<file path="config.mk">
export PLATFORM = sky130hd
export DESIGN_NAME = tsiwp_top
export DESIGN_NICKNAME = d
export VERILOG_FILES = /design/src/design/tsiwp_pkg.sv /design/src/design/tsiwp_top.sv /design/src/design/tsiwp_line_cond.sv
export SDC_FILE = /design/constraint.sdc
export NUM_CORES = 1
export LEC_CHECK = 0
export BUFFER_PORTS_ARGS = -buffer_cell sky130_fd_sc_hd__buf_4
export CAP_MARGIN = 5
export CORE_AREA = 4 4 109 111
export DETAILED_ROUTE_END_ITERATION = 7
export DIE_AREA = 0 0 113 115
export PLACE_DENSITY = 0.7
export REMOVE_ABC_BUFFERS = 1
export SLEW_MARGIN = 15
export SYNTH_ARGS = -nofsm -noshare
export SYNTH_HDL_FRONTEND = slang
export SYNTH_SLANG_ARGS = --single-unit
</file>
<file path="constraint.sdc">
create_clock -name i_mclk -period 4.9 [get_ports i_mclk]
set_clock_uncertainty 0.2 [all_clocks]
set_input_delay 0.735 -clock i_mclk [delete_from_list [all_inputs] [get_ports i_mclk]]
set_output_delay 0.735 -clock i_mclk [all_outputs]
set_load 0.005 [all_outputs]
</file>
<file path="src/design/tsiwp_pkg.sv">
// tsiwp_pkg: constants, field positions, reset values and state codes
// for the tuner synthesizer write-mode serial programming port.
// assumes a single 10 MHz system clock shared by every design file.
package tsiwp_pkg;

	// device address: five fixed upper bits, two strap bits, then r/w
	localparam logic [4:0] ADDR_FIXED = 5'h18;
	localparam logic WRITE_BIT = 1'b0;

	// serial byte framing
	localparam logic [3:0] BITS_PER_BYTE = 4'h8;

	// byte index inside one transfer, advanced after every data byte until IDX_DONE
	localparam logic [2:0] IDX_DIV_UPPER = 3'h0;
	localparam logic [2:0] IDX_DIV_LOWER = 3'h1;
	localparam logic [2:0] IDX_CTRL_ONE = 3'h2;
	localparam logic [2:0] IDX_CTRL_TWO = 3'h3;
	localparam logic [2:0] IDX_DONE = 3'h4;

	// field positions inside the data bytes
	localparam int KIND_BIT = 7;
	localparam int CTRL_SEL_BIT = 6;
	localparam int TEST_MSB = 5;
	localparam int TEST_LSB = 3;
	localparam int REF_MSB = 2;
	localparam int GAIN_TC_BIT = 3;
	localparam int TAKEOVER_MSB = 2;
	localparam int PUMP_MSB = 7;
	localparam int PUMP_LSB = 5;
	localparam int PORTS_MSB = 4;

	// test codes
	localparam logic [2:0] TEST_XTAL_OFF = 3'h0;
	localparam logic [2:0] TEST_XTAL_ON = 3'h1;
	localparam logic [2:0] TEST_HALF_DIV_PUMP_OFF = 3'h2;
	localparam logic [2:0] TEST_AUTO_LOOP_BANDWIDTH_TOGGLE = 3'h3;
	localparam logic [2:0] TEST_COMP = 3'h4;
	localparam logic [2:0] TEST_HALF_DIV = 3'h5;
	localparam logic [2:0] TEST_PUMP_SINK = 3'h6;
	localparam logic [2:0] TEST_PUMP_SOURCE = 3'h7;

	// crystal buffer output selection
	localparam logic [1:0] XT_OFF = 2'h0;
	localparam logic [1:0] XT_XTAL = 2'h1;
	localparam logic [1:0] XT_HALF_DIV = 2'h2;
	localparam logic [1:0] XT_COMP = 2'h3;

	// charge pump operating mode
	localparam logic [1:0] PUMP_NORMAL = 2'h0;
	localparam logic [1:0] PUMP_OFF = 2'h1;
	localparam logic [1:0] PUMP_SINK = 2'h2;
	localparam logic [1:0] PUMP_SOURCE = 2'h3;

	// values after reset
	localparam logic [2:0] RST_TEST_CODE = TEST_PUMP_SINK;
	localparam logic [2:0] RST_REF_SEL = 3'h0;
	localparam logic [14:0] RST_RATIO = 15'h0000;
	localparam logic RST_GAIN_TC = 1'b0;
	localparam logic [2:0] RST_TAKEOVER = 3'h0;
	localparam logic [2:0] RST_PUMP_SEL = 3'h0;
	localparam logic [4:0] RST_PORT_DRIVE = 5'h00;
	localparam logic RST_AUTO_LOOP_BANDWIDTH = 1'b0;

	// fractional calculation period after a stop
	localparam int CLK_PERIOD_NS = 100;
	localparam int CALC_TIME_US = 50;
	localparam logic [8:0] CALC_CYCLES =
		9'(CALC_TIME_US * 1000 / CLK_PERIOD_NS);

	// serial receiver states
	typedef enum logic [1:0] {
		ST_IDLE = 2'b00,
		ST_RECV = 2'b01,
		ST_ACK = 2'b10,
		ST_SKIP = 2'b11
	} tsiwp_state_e;

endpackage

</file>
<file path="src/design/tsiwp_top.sv">
// tsiwp_top: write-mode serial programming port of a tuner synthesizer.
// assumes bus pins and strap pins are asynchronous; auto band inputs
// come from logic on i_mclk. read mode and the analog loop are outside.
`timescale 1ns/1ps
module tsiwp_top (
	input wire logic i_mclk,              // system clock, 10 MHz
	input wire logic i_reset,             // synchronous reset, high
	input wire logic i_ce,                // clock enable, freezes all
	input wire logic i_scl,               // bus clock pin
	input wire logic i_sda,               // bus data pin level
	output logic o_sda_out,               // data pin drive value
	output logic o_sda_oe_n,              // data pin enable, low drives
	input wire logic [1:0] i_addr_strap_pin, // sensed address strap
	input wire logic [2:0] i_auto_ports,  // auto band ports 3..1
	input wire logic [2:0] i_auto_pump_sel, // auto pump current
	output logic [14:0] o_ratio,          // main division ratio
	output logic o_calc_start,            // pulse: calculation begins
	output logic o_calc_busy,             // calculation period running
	output logic o_ratio_valid,           // result stands undisturbed
	output logic [2:0] o_ref_ratio_sel,   // reference ratio select
	output logic [2:0] o_test_code,       // stored test code
	output logic o_gain_time_const,       // 1 fast, 0 slow
	output logic [2:0] o_takeover_level,  // gain take-over level
	output logic [2:0] o_pump_current_sel, // effective pump current
	output logic [4:0] o_port_drive,      // effective ports 5..1
	output logic [2:0] o_band_sel,        // bands high, mid, low
	output logic [1:0] o_crystal_buffer_out_sel,       // crystal buffer source
	output logic [1:0] o_pump_mode,       // charge pump mode
	output logic o_tuning_volt_en,        // tuning voltage enabled
	output logic o_auto_loop_bandwidth    // auto bandwidth active
);

	tsiwp_pkg::tsiwp_state_e state;
	logic sda, scl_rise, scl_fall, start_cond, stop_cond;
	logic [1:0] strap_s1, strap_s2;
	logic [7:0] shreg;
	logic [3:0] bit_cnt;
	logic is_addr;
	logic addressed;
	logic first_data;
	logic [2:0] byte_idx;
	logic [6:0] pend_upper;
	logic [7:0] pend_lower;
	logic got_upper, got_lower;
	logic [2:0] pump_sel;
	logic [4:0] port_drive;
	logic auto_loop_bandwidth;
	logic [8:0] calc_cnt;
	logic calc_dirty;
	logic byte_done, data_done, addr_hit;
	logic [2:0] cur_idx;

	// crystal buffer source for each test code
	function automatic logic [1:0] crystal_buffer_out_decode(input logic [2:0] code);
		unique case (code)
			tsiwp_pkg::TEST_XTAL_OFF: crystal_buffer_out_decode = tsiwp_pkg::XT_OFF;
			tsiwp_pkg::TEST_XTAL_ON: crystal_buffer_out_decode = tsiwp_pkg::XT_XTAL;
			tsiwp_pkg::TEST_HALF_DIV_PUMP_OFF:
				crystal_buffer_out_decode = tsiwp_pkg::XT_HALF_DIV;
			tsiwp_pkg::TEST_AUTO_LOOP_BANDWIDTH_TOGGLE: crystal_buffer_out_decode = tsiwp_pkg::XT_XTAL;
			tsiwp_pkg::TEST_COMP: crystal_buffer_out_decode = tsiwp_pkg::XT_COMP;
			tsiwp_pkg::TEST_HALF_DIV: crystal_buffer_out_decode = tsiwp_pkg::XT_HALF_DIV;
			tsiwp_pkg::TEST_PUMP_SINK: crystal_buffer_out_decode = tsiwp_pkg::XT_XTAL;
			tsiwp_pkg::TEST_PUMP_SOURCE: crystal_buffer_out_decode = tsiwp_pkg::XT_OFF;
		endcase
	endfunction

	// charge pump mode for each test code
	function automatic logic [1:0] pump_decode(input logic [2:0] code);
		unique case (code)
			tsiwp_pkg::TEST_HALF_DIV_PUMP_OFF:
				pump_decode = tsiwp_pkg::PUMP_OFF;
			tsiwp_pkg::TEST_PUMP_SINK: pump_decode = tsiwp_pkg::PUMP_SINK;
			tsiwp_pkg::TEST_PUMP_SOURCE:
				pump_decode = tsiwp_pkg::PUMP_SOURCE;
			default: pump_decode = tsiwp_pkg::PUMP_NORMAL;
		endcase
	endfunction

	// band enables from ports one and two
	function automatic logic [2:0] band_decode(input logic [1:0] p);
		band_decode = {~p[1] & ~p[0], p[1], p[0]};
	endfunction

	tsiwp_line_cond u_line (
		.i_mclk(i_mclk),
		.i_reset(i_reset),
		.i_ce(i_ce),
		.i_scl(i_scl),
		.i_sda(i_sda),
		.o_sda(sda),
		.o_scl_rise(scl_rise),
		.o_scl_fall(scl_fall),
		.o_start(start_cond),
		.o_stop(stop_cond)
	);

	// strap pins may move at any time, so two flops before use
	always_ff @(posedge i_mclk) begin
		if (i_reset) begin
			strap_s1 <= 2'h0;
			strap_s2 <= 2'h0;
		end else if (i_ce) begin
			strap_s1 <= i_addr_strap_pin;
			strap_s2 <= strap_s1;
		end
	end

	// byte boundaries and address match
	assign byte_done = (state == tsiwp_pkg::ST_RECV) && scl_fall &&
		(bit_cnt == tsiwp_pkg::BITS_PER_BYTE);
	assign addr_hit = (shreg[7:3] == tsiwp_pkg::ADDR_FIXED) &&
		(shreg[2:1] == strap_s2) &&
		(shreg[0] == tsiwp_pkg::WRITE_BIT);
	assign data_done = byte_done && !is_addr;
	// the first data byte names itself by its top bit
	assign cur_idx = first_data ?
		(shreg[tsiwp_pkg::KIND_BIT] ? tsiwp_pkg::IDX_CTRL_ONE :
		tsiwp_pkg::IDX_DIV_UPPER) : byte_idx;

	// receiver: shifts bits in, acknowledges, skips foreign transfers
	always_ff @(posedge i_mclk) begin
		if (i_reset) begin
			state <= tsiwp_pkg::ST_IDLE;
			bit_cnt <= 4'h0;
			shreg <= 8'h00;
			is_addr <= 1'b0;
		end else if (i_ce) begin
			if (start_cond) begin
				state <= tsiwp_pkg::ST_RECV;
				bit_cnt <= 4'h0;
				is_addr <= 1'b1;
			end else if (stop_cond) begin
				state <= tsiwp_pkg::ST_IDLE;
			end else begin
				unique case (state)
					tsiwp_pkg::ST_IDLE: begin
						bit_cnt <= 4'h0;
					end
					tsiwp_pkg::ST_RECV: begin
						if (scl_rise && bit_cnt != tsiwp_pkg::BITS_PER_BYTE) begin
							shreg <= {shreg[6:0], sda};
							bit_cnt <= bit_cnt + 4'h1;
						end
						if (byte_done) begin
							if (is_addr && !addr_hit)
								state <= tsiwp_pkg::ST_SKIP;
							else
								state <= tsiwp_pkg::ST_ACK;
							is_addr <= 1'b0;
						end
					end
					tsiwp_pkg::ST_ACK: begin
						// more bytes follow without re-addressing
						if (scl_fall) begin
							state <= tsiwp_pkg::ST_RECV;
							bit_cnt <= 4'h0;
						end
					end
					tsiwp_pkg::ST_SKIP: begin
						bit_cnt <= 4'h0;
					end
				endcase
			end
		end
	end

	// data pin: pulled low for the acknowledge slot only, released on
	// the following clock fall so the controller regains the line
	always_ff @(posedge i_mclk) begin
		if (i_reset) begin
			o_sda_out <= 1'b0;
			o_sda_oe_n <= 1'b1;
		end else if (i_ce) begin
			o_sda_out <= 1'b0;
			if (start_cond || stop_cond)
				o_sda_oe_n <= 1'b1;
			else if (byte_done && (!is_addr || addr_hit))
				o_sda_oe_n <= 1'b0;
			else if (state == tsiwp_pkg::ST_ACK && scl_fall)
				o_sda_oe_n <= 1'b1;
		end
	end

	// transfer tracking: byte index and which divider bytes arrived
	always_ff @(posedge i_mclk) begin
		if (i_reset) begin
			addressed <= 1'b0;
			first_data <= 1'b1;
			byte_idx <= tsiwp_pkg::IDX_DIV_UPPER;
			got_upper <= 1'b0;
			got_lower <= 1'b0;
		end else if (i_ce) begin
			if (start_cond) begin
				addressed <= 1'b0;
				first_data <= 1'b1;
				byte_idx <= tsiwp_pkg::IDX_DIV_UPPER;
				got_upper <= 1'b0;
				got_lower <= 1'b0;
			end else if (stop_cond) begin
				addressed <= 1'b0;
			end else if (byte_done && is_addr && addr_hit) begin
				addressed <= 1'b1;
			end else if (data_done) begin
				first_data <= 1'b0;
				// saturate so surplus bytes land in the dead slot
				if (cur_idx != tsiwp_pkg::IDX_DONE)
					byte_idx <= cur_idx + 3'h1;
				if (cur_idx == tsiwp_pkg::IDX_DIV_UPPER)
					got_upper <= 1'b1;
				if (cur_idx == tsiwp_pkg::IDX_DIV_LOWER)
					got_lower <= 1'b1;
			end
		end
	end

	// divider bytes are held aside until the transfer stops
	always_ff @(posedge i_mclk) begin
		if (i_reset) begin
			pend_upper <= 7'h00;
			pend_lower <= 8'h00;
		end else if (i_ce && data_done) begin
			if (cur_idx == tsiwp_pkg::IDX_DIV_UPPER)
				pend_upper <= shreg[6:0];
			if (cur_idx == tsiwp_pkg::IDX_DIV_LOWER)
				pend_lower <= shreg;
		end
	end

	// ratio is applied at stop, and only when both halves came in the
	// same transfer; a lone half would produce a mixed ratio
	always_ff @(posedge i_mclk) begin
		if (i_reset) begin
			o_ratio <= tsiwp_pkg::RST_RATIO;
		end else if (i_ce && stop_cond && addressed) begin
			if (got_upper && got_lower)
				o_ratio <= {pend_upper, pend_lower};
		end
	end

	// control one: applied on the byte's eighth clock, no stop needed
	always_ff @(posedge i_mclk) begin
		if (i_reset) begin
			o_test_code <= tsiwp_pkg::RST_TEST_CODE;
			o_ref_ratio_sel <= tsiwp_pkg::RST_REF_SEL;
			o_gain_time_const <= tsiwp_pkg::RST_GAIN_TC;
			o_takeover_level <= tsiwp_pkg::RST_TAKEOVER;
			auto_loop_bandwidth <= tsiwp_pkg::RST_AUTO_LOOP_BANDWIDTH;
		end else if (i_ce && data_done &&
			cur_idx == tsiwp_pkg::IDX_CTRL_ONE) begin
			if (shreg[tsiwp_pkg::CTRL_SEL_BIT]) begin
				o_test_code <=
					shreg[tsiwp_pkg::TEST_MSB:tsiwp_pkg::TEST_LSB];
				o_ref_ratio_sel <= shreg[tsiwp_pkg::REF_MSB:0];
				// every write of the toggle code flips the feature
				if (shreg[tsiwp_pkg::TEST_MSB:tsiwp_pkg::TEST_LSB] ==
					tsiwp_pkg::TEST_AUTO_LOOP_BANDWIDTH_TOGGLE)
					auto_loop_bandwidth <= ~auto_loop_bandwidth;
			end else begin
				o_gain_time_const <= shreg[tsiwp_pkg::GAIN_TC_BIT];
				o_takeover_level <= shreg[tsiwp_pkg::TAKEOVER_MSB:0];
			end
		end
	end

	// control two: pump current and port drive, also on eighth clock
	always_ff @(posedge i_mclk) begin
		if (i_reset) begin
			pump_sel <= tsiwp_pkg::RST_PUMP_SEL;
			port_drive <= tsiwp_pkg::RST_PORT_DRIVE;
		end else if (i_ce && data_done &&
			cur_idx == tsiwp_pkg::IDX_CTRL_TWO) begin
			pump_sel <= shreg[tsiwp_pkg::PUMP_MSB:tsiwp_pkg::PUMP_LSB];
			port_drive <= shreg[tsiwp_pkg::PORTS_MSB:0];
		end
	end

	// calculation period: a start inside it spoils the result, and the
	// spoiled result stays invalid until the next calculation completes
	always_ff @(posedge i_mclk) begin
		if (i_reset) begin
			calc_cnt <= 9'h000;
			calc_dirty <= 1'b0;
			o_calc_start <= 1'b0;
			o_calc_busy <= 1'b0;
			o_ratio_valid <= 1'b0;
		end else if (i_ce) begin
			o_calc_start <= 1'b0;
			if (stop_cond && addressed) begin
				o_calc_start <= 1'b1;
				o_calc_busy <= 1'b1;
				o_ratio_valid <= 1'b0;
				calc_dirty <= 1'b0;
				calc_cnt <= tsiwp_pkg::CALC_CYCLES;
			end else if (o_calc_busy) begin
				if (start_cond)
					calc_dirty <= 1'b1;
				if (calc_cnt == 9'h001) begin
					o_calc_busy <= 1'b0;
					o_ratio_valid <= !(calc_dirty || start_cond);
				end
				calc_cnt <= calc_cnt - 9'h001;
			end
		end
	end

	// effective outputs: auto bandwidth overrides pump select and the
	// band ports; port five and four always follow their bits
	always_ff @(posedge i_mclk) begin
		if (i_reset) begin
			o_pump_current_sel <= tsiwp_pkg::RST_PUMP_SEL;
			o_port_drive <= tsiwp_pkg::RST_PORT_DRIVE;
			o_band_sel <= band_decode(tsiwp_pkg::RST_PORT_DRIVE[1:0]);
			o_crystal_buffer_out_sel <= crystal_buffer_out_decode(tsiwp_pkg::RST_TEST_CODE);
			o_pump_mode <= pump_decode(tsiwp_pkg::RST_TEST_CODE);
			o_tuning_volt_en <= 1'b0;
			o_auto_loop_bandwidth <= tsiwp_pkg::RST_AUTO_LOOP_BANDWIDTH;
		end else if (i_ce) begin
			if (auto_loop_bandwidth) begin
				o_pump_current_sel <= i_auto_pump_sel;
				o_port_drive <= {port_drive[4:3], i_auto_ports};
				o_band_sel <= band_decode(i_auto_ports[1:0]);
			end else begin
				o_pump_current_sel <= pump_sel;
				o_port_drive <= port_drive;
				o_band_sel <= band_decode(port_drive[1:0]);
			end
			o_crystal_buffer_out_sel <= crystal_buffer_out_decode(o_test_code);
			o_pump_mode <= pump_decode(o_test_code);
			o_tuning_volt_en <=
				o_test_code != tsiwp_pkg::TEST_PUMP_SINK;
			o_auto_loop_bandwidth <= auto_loop_bandwidth;
		end
	end

endmodule // tsiwp_top

</file>
<file path="src/design/tsiwp_line_cond.sv">
// tsiwp_line_cond: synchronises the two bus lines into the system clock
// and reports clock edges and start/stop conditions as one-cycle pulses.
// assumes scl and sda come straight from pins, asynchronous to i_mclk.
`timescale 1ns/1ps
module tsiwp_line_cond (
	input wire logic i_mclk,       // system clock
	input wire logic i_reset,      // synchronous reset, active high
	input wire logic i_ce,         // clock enable
	input wire logic i_scl,        // bus clock pin level
	input wire logic i_sda,        // bus data pin level
	output logic o_sda,            // synchronised data level
	output logic o_scl_rise,       // pulse: bus clock rose
	output logic o_scl_fall,       // pulse: bus clock fell
	output logic o_start,          // pulse: start condition
	output logic o_stop            // pulse: stop condition
);

	logic scl_s1, scl_s2, scl_d;
	logic sda_s1, sda_s2, sda_d;

	// two-flop synchronisers, then one delay stage for edge detection;
	// lines idle high so reset to one avoids a false start
	always_ff @(posedge i_mclk) begin
		if (i_reset) begin
			scl_s1 <= 1'b1;
			scl_s2 <= 1'b1;
			scl_d <= 1'b1;
			sda_s1 <= 1'b1;
			sda_s2 <= 1'b1;
			sda_d <= 1'b1;
		end else if (i_ce) begin
			scl_s1 <= i_scl;
			scl_s2 <= scl_s1;
			scl_d <= scl_s2;
			sda_s1 <= i_sda;
			sda_s2 <= sda_s1;
			sda_d <= sda_s2;
		end
	end

	// only the second and third stages are looked at
	assign o_sda = sda_s2;
	assign o_scl_rise = i_ce & scl_s2 & ~scl_d;
	assign o_scl_fall = i_ce & ~scl_s2 & scl_d;
	assign o_start = i_ce & scl_s2 & scl_d & sda_d & ~sda_s2;
	assign o_stop = i_ce & scl_s2 & scl_d & ~sda_d & sda_s2;

endmodule // tsiwp_line_cond

</file>
* Word level (Yosys, flattened, before mapping)
Memory sizes are Yosys's and may differ from the RTL's. A register that Yosys moved wholly into a read port is not among the register bits.
Cells that the tools add are included.
** Word-level totals
- Latch bits :: 0
- Output and inout port bits :: 47
- Word-level logic and storage cells :: 206
- Memories :: 1
- Bits in registers :: 110
- Bits of input ports :: 13
- RAM bits :: 0
- Bits in read-only memories :: 16
** Operators by class
- Muxes and demuxes :: 58
- Add/sub/neg operators :: 3
- Magnitude comparators :: 0
- Shift operators :: 0
- Equality and inequality tests :: 23
- Divide/modulo/power cells :: 0
- Bitwise gates (word level) :: 24
- Multipliers :: 0
- Reductions and logical operators :: 58
** Memory list
- (no name shown) :: depth 8, bits a word 2, read ports 1, clocked after Yosys merged registers in 1, wr ports 0, RTL line tsiwp_top.sv:55 : unique case (code)
** Operator list (number)
- two-way mux 1 bit :: 35
- two-way mux 3 bit :: 9
- AND reduction 5 bit :: 4
- logical AND 1 bit :: 18
- two-way mux 9 bit :: 2
- nonzero test 2 bit :: 9
- two-way mux 4 bit :: 4
- AND reduction 2 bit :: 8
- AND reduction 4 bit :: 4
- inverter 1 bit :: 13
- == test 3 x 2 -> 1 bit (second input constant) :: 4
- inequality test 4 bit (second input constant) :: 3
- case mux 4 bit (3 select lines) :: 1
- bitwise AND 1 bit :: 11
- two-way mux 2 bit :: 5
- == test 9 x 1 -> 1 bit (second input constant) :: 1
- inequality test 3 bit (second input constant) :: 3
- AND reduction 3 bit :: 3
- subtractor 9 x 1 -> 9 bit (second input constant) :: 1
- == test 3 bit (second input constant) :: 2
- case mux 2 bit (3 select lines) :: 1
- nonzero test 3 bit :: 2
- == test 5 bit (second input constant) :: 1
- adder 4 x 1 -> 4 bit (second input constant) :: 1
- other kinds (15) :: 21

* Logic depth before layout (Yosys ltp)
Gate-level depths: netlist (run 1).
- Depth after elaboration :: 10
- Gate-level depth with buffers :: 8
- Gate-level depth less buffers :: 7

* By module
From an unflattened synthesis (run 1), not the netlist that was laid out.
** Second synthesis, totals
- Cells, all modules :: 556
- Area, all modules :: 4901.0 um^2
** Modules (own cells, without submodules)
- tsiwp_top :: instances 1, area each 4615.7 um^2, cells an instance 530, sequential area each 2082.0 um^2
- tsiwp_line_cond :: instances 1, area each 285.3 um^2, cells an instance 26, sequential area each 120.1 um^2

* Worst setup path after synthesis (run 1)
Ideal clock, no wire load.
- Kind :: input to register
- From :: input i_ce
- To :: register o_ratio[10]
- Data required time :: 4572 ps
- Buffers on the path :: 2
- Setup time :: 128 ps
- Slack :: 2667 ps
- Stages on the path :: 6
- Arrival :: 1905 ps
- Path through :: buf_4 -> nand4_4 -> nor4_4 -> buf_6 -> mux2i_1 -> nor2_1
** On the way
- Longest elaborated chain between the ends :: 7
** Ends and longest elaborated chain
- from (decl) :: RTL line tsiwp_top.sv:8 : input wire logic i_ce,
- bitwise AND 1 bit (4 in series) :: RTL line tsiwp_line_cond.sv:46 : assign o_stop = i_ce & scl_s2 & scl_d & ~sda_d & sda_s2;
- logical AND 1 bit (*) (2 in series) :: RTL line tsiwp_top.sv:235 : end else if (i_ce && stop_cond && addressed) begin
- AND reduction 2 bit (no source line) (*)
- to (signal assigned) :: RTL line tsiwp_top.sv:234 : o_ratio <= tsiwp_pkg::RST_RATIO;
- to (signal assigned) :: RTL line tsiwp_top.sv:237 : o_ratio <= {pend_upper, pend_lower};
- to (decl) :: RTL line tsiwp_top.sv:16 : output logic [14:0] o_ratio,
Every way passes the cells marked *; elsewhere a longest branch is shown, timed or not.
A chain may end at the register's enable or synchronous reset.

* Final worst setup path (run 1)
- From :: input i_ce
- To :: register auto_loop_bandwidth
** On the way
- Longest elaborated chain between the ends :: 8
** Ends and longest elaborated chain
- bitwise AND 1 bit (2 in series) :: RTL line tsiwp_line_cond.sv:44 : assign o_scl_fall = i_ce & ~scl_s2 & scl_d;
- logical AND 1 bit (2 in series) :: RTL line tsiwp_top.sv:110 : assign byte_done = (state == tsiwp_pkg::ST_RECV) && scl_fall &&
- logical AND 1 bit :: RTL line tsiwp_top.sv:115 : assign data_done = byte_done && !is_addr;
- logical AND 1 bit (*) (2 in series) :: RTL line tsiwp_top.sv:249 : end else if (i_ce && data_done &&
- AND reduction 3 bit (no source line) (*)
- to (signal assigned) :: RTL line tsiwp_top.sv:248 : auto_loop_bandwidth <= tsiwp_pkg::RST_AUTO_LOOP_BANDWIDTH;
- to (signal assigned) :: RTL line tsiwp_top.sv:258 : auto_loop_bandwidth <= ~auto_loop_bandwidth;
- to (decl) :: RTL line tsiwp_top.sv:47 : logic auto_loop_bandwidth;
Marks and branches as above.

==> results of run 1 <==
final cells by class:
type	count	area, um2
fill	977	5270
multi-input combinational	356	2410
sequential	110	2200
timing repair buffer	60	450
tap	140	175
clock buffer	12	145
clock inverter	3	68.8
inverter	17	63.8
through the flow:
stage                     std cells  setup WS, ns  power [mW]  hold slack, ns
after global placement          683          2.01        1.07           0.258
final                           698          2.32        1.64           0.280
after CTS                       698          2.36        1.66           0.285
after floorplan                 483          2.61        1.02           0.241
after detailed placement        683          1.96        1.07           0.262
after global routing            698          2.20        1.71           0.306
layer usage:
metal,wire [um],vias to the layer above,part of all wire
li1,-,1914,-
met1,4850,1807,0.46
met2,5000,91,0.47
met3,493,19,0.047
met4,194,0,0.018
met5,0,-,0
cells in the final DEF (no fill, tap or decap), types with 3 or more instances in the layout:
master	instances
dfxtp_1	110
buf_4	60
nor2_1	59
mux2i_1	54
a21oi_1	45
o21ai_0	27
nand2_1	25
nand3_1	24
inv_1	16
nor3_1	11
o31ai_1	11
ha_1	11
nand4_1	10
clkbuf_8	10
xnor2_1	8
a211oi_1	8
nand2b_1	4
xor2_1	4
nor4_1	4
nand4b_1	4
and3_1	3
a31oi_1	3
registers in the layout, summed over array words and instances (netlist names), 2 cells and up:
signal and flops:
port_drive 5, strap_s1 2, o_ratio 15, o_ref_ratio_sel 3
state 2, pend_upper 7, pump_sel 3, o_pump_current_sel 3
pend_lower 8, bit_cnt 4, calc_cnt 9, byte_idx 3
strap_s2 2, o_pump_mode 2, o_test_code 3, shreg 8
o_crystal_buffer_out_sel 2, o_takeover_level 3, o_port_drive 5
path summary, 6_finish.rpt:
kind / start / end / slack, ns / depth (start not counted)
setup / recovery: i_ce / auto_loop_bandwidth / 2.32 / 5
hold / removal: u_line.scl_s1 / u_line.scl_s1 / 0.28 / 2
setup reg to reg: state[1] / first_data / 2.49 / 6
hold reg to reg: u_line.scl_s1 / u_line.scl_s1 / 0.28 / 2
cells in the mapped netlist, drive strengths merged (2+ instances only):
library cell,n,area (um2)
dfxtp,110,2200
nor2,59,221
mux2i,54,541
a21oi,45,225
clkbuf,27,101
o21ai,27,135
nand2,25,93.8
nand3,24,120
buf,18,119
inv,16,60.1
ha,11,138
nand4,11,83.8
nor3,11,55.1
o31ai,11,82.6
a211oi,8,60.1
xnor2,8,70.1
nor4,7,80.1
nand2b,4,25.0
nand4b,4,35.0
xor2,4,35.0
a31oi,3,18.8
and3,3,18.8
nand3b,3,35.0
nor2b,3,28.8
or3b,3,26.3
a211o,2,17.5
a221oi,2,23.8
and3b,2,17.5
and4b,2,20.0
mux2,2,22.5
nor3b,2,15.0
or4,2,15.0
power by group through the flow:
stage / registers [mW] / logic (mW) / clock network (mW)
floorplan: 0.938 / 0.0807 / 0
global placement: 0.940 / 0.127 / 0
detailed placement: 0.941 / 0.132 / 0
CTS: 0.920 / 0.132 / 0.604
global route: 0.922 / 0.148 / 0.640
finish: 0.920 / 0.132 / 0.590
kinds of logic after synthesis:
| family | Yosys count | share of synthesized area |
|---|---|---|
| AO/OA/AOI/OAI | 107 | 0.138 |
| XOR/XNOR | 12 | 0.0214 |
| adder cells (fa/ha/maj) | 11 | 0.0281 |
| buffers and inverters | 62 | 0.0580 |
| flip-flops | 110 | 0.449 |
| multiplexers | 56 | 0.115 |
| other | 1 | 0.000765 |
| AND/OR/NAND/NOR | 169 | 0.189 |
worst max-delay path, stage by stage:
cell and delay (ns):
buf_4 0.50, and3b_1 0.35, nand2_1 0.30, nor4_1 0.39, mux2_1 0.35
==> reports/results.ini, run 1 <==
[timing]
finalSetupTns_ns=0
post-route-min-period_ns=2.58
max_freq_ghz=0.388
timing.final.max_slew_violations=0
timing.final.hold_violations=0
timing.slew.headroom=0.464
period_utilization=0.526
finalSetupViolations=0
setup_repair_after_global_routing_missed_its_margin=false
worst-slew-pin-transition_ns=0.799

[floorplan]
rows=38
die_x_um=113
floorplan.die_area_um2=13000
die_h_um=115
effective_utilization_at_floorplan=0.454
ioPinCount=60
core_area_um2=10800

[setup_path]
critPathCaptureType=flip-flop
critical_path.max_fanout=54
critPathRequiredTime_ns=4.96
critical_path_class=in2reg
critPathLaunchType=primary input
timing.critical_path.arrival_ns=2.64

[global_route]
grt.met1_usage=0.207
grt_pass1_vias=3675
global_route_wire_length_before_repair_um=17500
globalRouteTotalUtil=0.164
grt_max_degree=56
busiest_layer=met2
grt_overflow=0
grt.met2_usage=0.274
antenna_found_initial=0
met3_usage=0.0342

[synthesis]
asyncSetResetFlopFracSynth=0
postSynthRegisterBits=110
ys.flop_type=dfxtp_1
sequential_cell_area_fraction_in_the_yosys_report=0.449
mappedNetlistArea_um2=4900
synthesis.yosys.warnings=0
synth_edf_count=0
synth_cells=528
syn-mean-instance-area_um2=9.28
synth_cell_types=58

[clock_tree]
tritoncts=built
numCtsBuffers=9
number_of_hold_buffers_added_after_cts=0
max_clock_buf_depth=2
numClockSinks=110
insertion_delay_ns=0.37
cts.clk_slew.worst_paths_ns=0.10
cts_resized=0
clock-root-buffer=clkbuf_8
post-cts-setup-buffers=0
h_tree_levels=3

[pwr]
irDropWorstVdd_mv=0.158
power.net_switching_mw=0.379
sequential_power_share=0.560
power.density_cell_area_nw_per_um2=298
p_int_mw=1.26
share_comb_of_total_power=0.081
power.clock.fraction=0.359
power_leakage_nw=2.09
swShare=0.231

[route]
drc=0
route.detailed.wl_per_inst_um=15.1
route.detailed.vias_per_inst=5.49
drt_pre_antenna_iters=5
detailedRoute.firstIterationViolations=172
route.vias.total=3831
drt.antenna.violating_nets=0
drt-total-wl_um=10500

[cells_and_area]
diodes=0
finalNetCount=578
area_growth_pct=12.6
drive_gt1_frac=0.151
finish.instance_area_um2=5520
postLayoutCoreUtil=0.511

[placement]
placed_area_um2=5310
port-buffer-count=58
gpl.final_weighted_congestion=0.768
dp.final_hpwl_um=7180

[outcome]
outcome=completed

[job]
cap_viol_max_count=0

[worst_hold_path]
worstHoldPathType=reg2reg

No activity file was read; power rests on OpenSTA's default activity.
==> inputs of run 2 (changes only) <==
PLACE_DENSITY = 0.73   (was 0.7)
clock period = 2.3 ns   (was 4.9 ns; I/O delays follow)
==> run 2 against run 1 <==
Against the previous run:
- die area is the same
- sequential share of layout area shrank 1.3 points
- final cell count grew 3.0%
- total power grew 120%
- critical endpoint is now byte_idx[2]
- setup slack lost 2.2 ns
==> reports/results.ini, run 2 (synthesis results as in run 1) <==
[timing]
setup_repair_after_global_routing_missed_its_margin=false
finalSetupViolations=0
timing.slew.headroom=0.582
finalSetupTns_ns=0
timing.final.hold_violations=0
worst-slew-pin-transition_ns=0.622
max_freq_ghz=0.467
hold_slack_ns=0.108
period_utilization=0.930
post-route-min-period_ns=2.14
timing.final.max_slew_violations=0

[floorplan]
ioPinCount=60
effective_utilization_at_floorplan=0.454
floorplan.die_area_um2=13000
rows=38
die_x_um=113
die_h_um=115
core_area_um2=10800

[pwr]
share_comb_of_total_power=0.083
power_mw=3.54
irDropWorstVdd_mv=0.274
p_int_mw=2.61
sequential_power_share=0.554
power.clock.fraction=0.363
swShare=0.265
power_leakage_nw=2.20
power.net_switching_mw=0.938
power.density_cell_area_nw_per_um2=621

[setup_path]
critPathCaptureType=flip-flop
critical-path-max-stage-delay_ns=0.48
critical_path_class=reg2reg
timing.critical_path.cells=inv_1 > ha_1 > nand4b_1 > a2111oi_4 > mux2_1 > nor2_1
worstSetupEndpoint=byte_idx[2]
rrSetupSlack_ns=0.16
crit-reg2reg-capture=byte_idx[2]
critical-path-top-delay-family=compound AO/OA/AOI/OAI gates
critPathLaunchType=flip-flop
cp-startpoint=state[1]
cpMaxStageDelayCell=a2111oi_4
critical_path_buf_inv_count=1
timing.critical_path.arrival_ns=2.26
critPathRequiredTime_ns=2.42
ff_to_ff_path_depth=6
critical_path.max_fanout=5
path_depth=6
regToRegStartpoint=state[1]

[global_route]
grt_overflow=0
antenna_found_initial=0
global_route_wire_length_before_repair_um=18200
grt_max_degree=47
grt_pass1_vias=3747
globalRouteTotalUtil=0.172

[clock_tree]
max_clock_buf_depth=2
cts.clk_slew.worst_paths_ns=0.11
clock-root-buffer=clkbuf_8
cts_resized=0
h_tree_levels=3
numClockSinks=110
tritoncts=built
number_of_hold_buffers_added_after_cts=4
numCtsBuffers=9
insertion_delay_ns=0.39
post-cts-setup-buffers=0

[cells_and_area]
fillerInstances=982
largest_reg_flops=15
diodes=0
layout.cells.most_common=dfxtp_1
postLayoutCoreUtil=0.529
largest_registers=o_ratio x15, calc_cnt x9
finalNetCount=598
most-common-layout-cells=dfxtp_1, buf_4, nor2_1
top_register=o_ratio
drive_gt1_frac=0.178
area_growth_pct=16.5

[placement]
dp.final_hpwl_um=7810
gpl.final_weighted_congestion=0.860
port-buffer-count=58

[outcome]
outcome=completed

[route]
drc=0
drt_pre_antenna_iters=4
route.vias.total=3922
drt.antenna.violating_nets=0
route.detailed.vias_per_inst=5.45
drt-total-wl_um=11200
detailedRoute.firstIterationViolations=199
route.detailed.wl_per_inst_um=15.5

[worst_hold_path]
worstHoldPathType=in2reg

[job]
cap_viol_max_count=0

[run 2: worst min path at each step]
stage,from,to,slack [ns],depth (start not counted)
finish,i_auto_pump_sel[2],o_pump_current_sel[2],0.11,3
global route,i_auto_pump_sel[1],o_pump_current_sel[1],0.11,3
CTS,i_auto_pump_sel[2],o_pump_current_sel[2],0.1,3
detailed placement,o_pump_mode[0],o_pump_mode[0],0.27,2
global placement,u_line.sda_s1,u_line.sda_s1,0.25,2
floorplan,i_reset,byte_idx[0],0.21,1
[run 2: power groups by stage]
stage | registers [mW] | logic (mW) | clock network, mW
after floorplan | 2.00 | 0.172 | 0
after global placement | 2.00 | 0.278 | 0
after detailed placement | 2.00 | 0.288 | 0
after CTS | 1.96 | 0.294 | 1.31
after global routing | 1.97 | 0.327 | 1.38
final | 1.96 | 0.295 | 1.29
[run 2: cell type report]
type | count | area, um2 | share of cell area
timing repair buffer | 80 | 623 | 0.109
inverter | 17 | 63.8 | 0.0112
clock buffer | 9 | 124 | 0.0217
clock inverter | 7 | 105 | 0.0184
multi-input combinational | 356 | 2410 | 0.423
sequential | 110 | 2200 | 0.386
tap | 140 | 175 | 0.0307
[run 2: stage by stage]
step           worst slack [ns]  instance area, um2  std cells
5_1_grt                  0.0254                5710        719
4_1_cts                   0.155                5710        719
3_5_place_dp              0.192                5440        699
2_1_floorplan             0.204                4680        483
3_3_place_gp              0.326                5440        699
6_report                  0.161                5710        719
[run 2: worst min-delay path: cells and delay by family]
kind	cells	cell delay (ns)
buffers and inverters	1	0.11
AO/OA/AOI/OAI	1	0.08
multiplexers	1	0.12
[run 2: routing by layer]
layer | up-vias | track usage | share of wire
met4 | 0 | 0.0617 | 0.015
met2 | 76 | 0.301 | 0.49
met1 | 1879 | 0.212 | 0.45
met5 | - | 0 | 0
met3 | 14 | 0.0321 | 0.043
li1 | 1953 | - | -
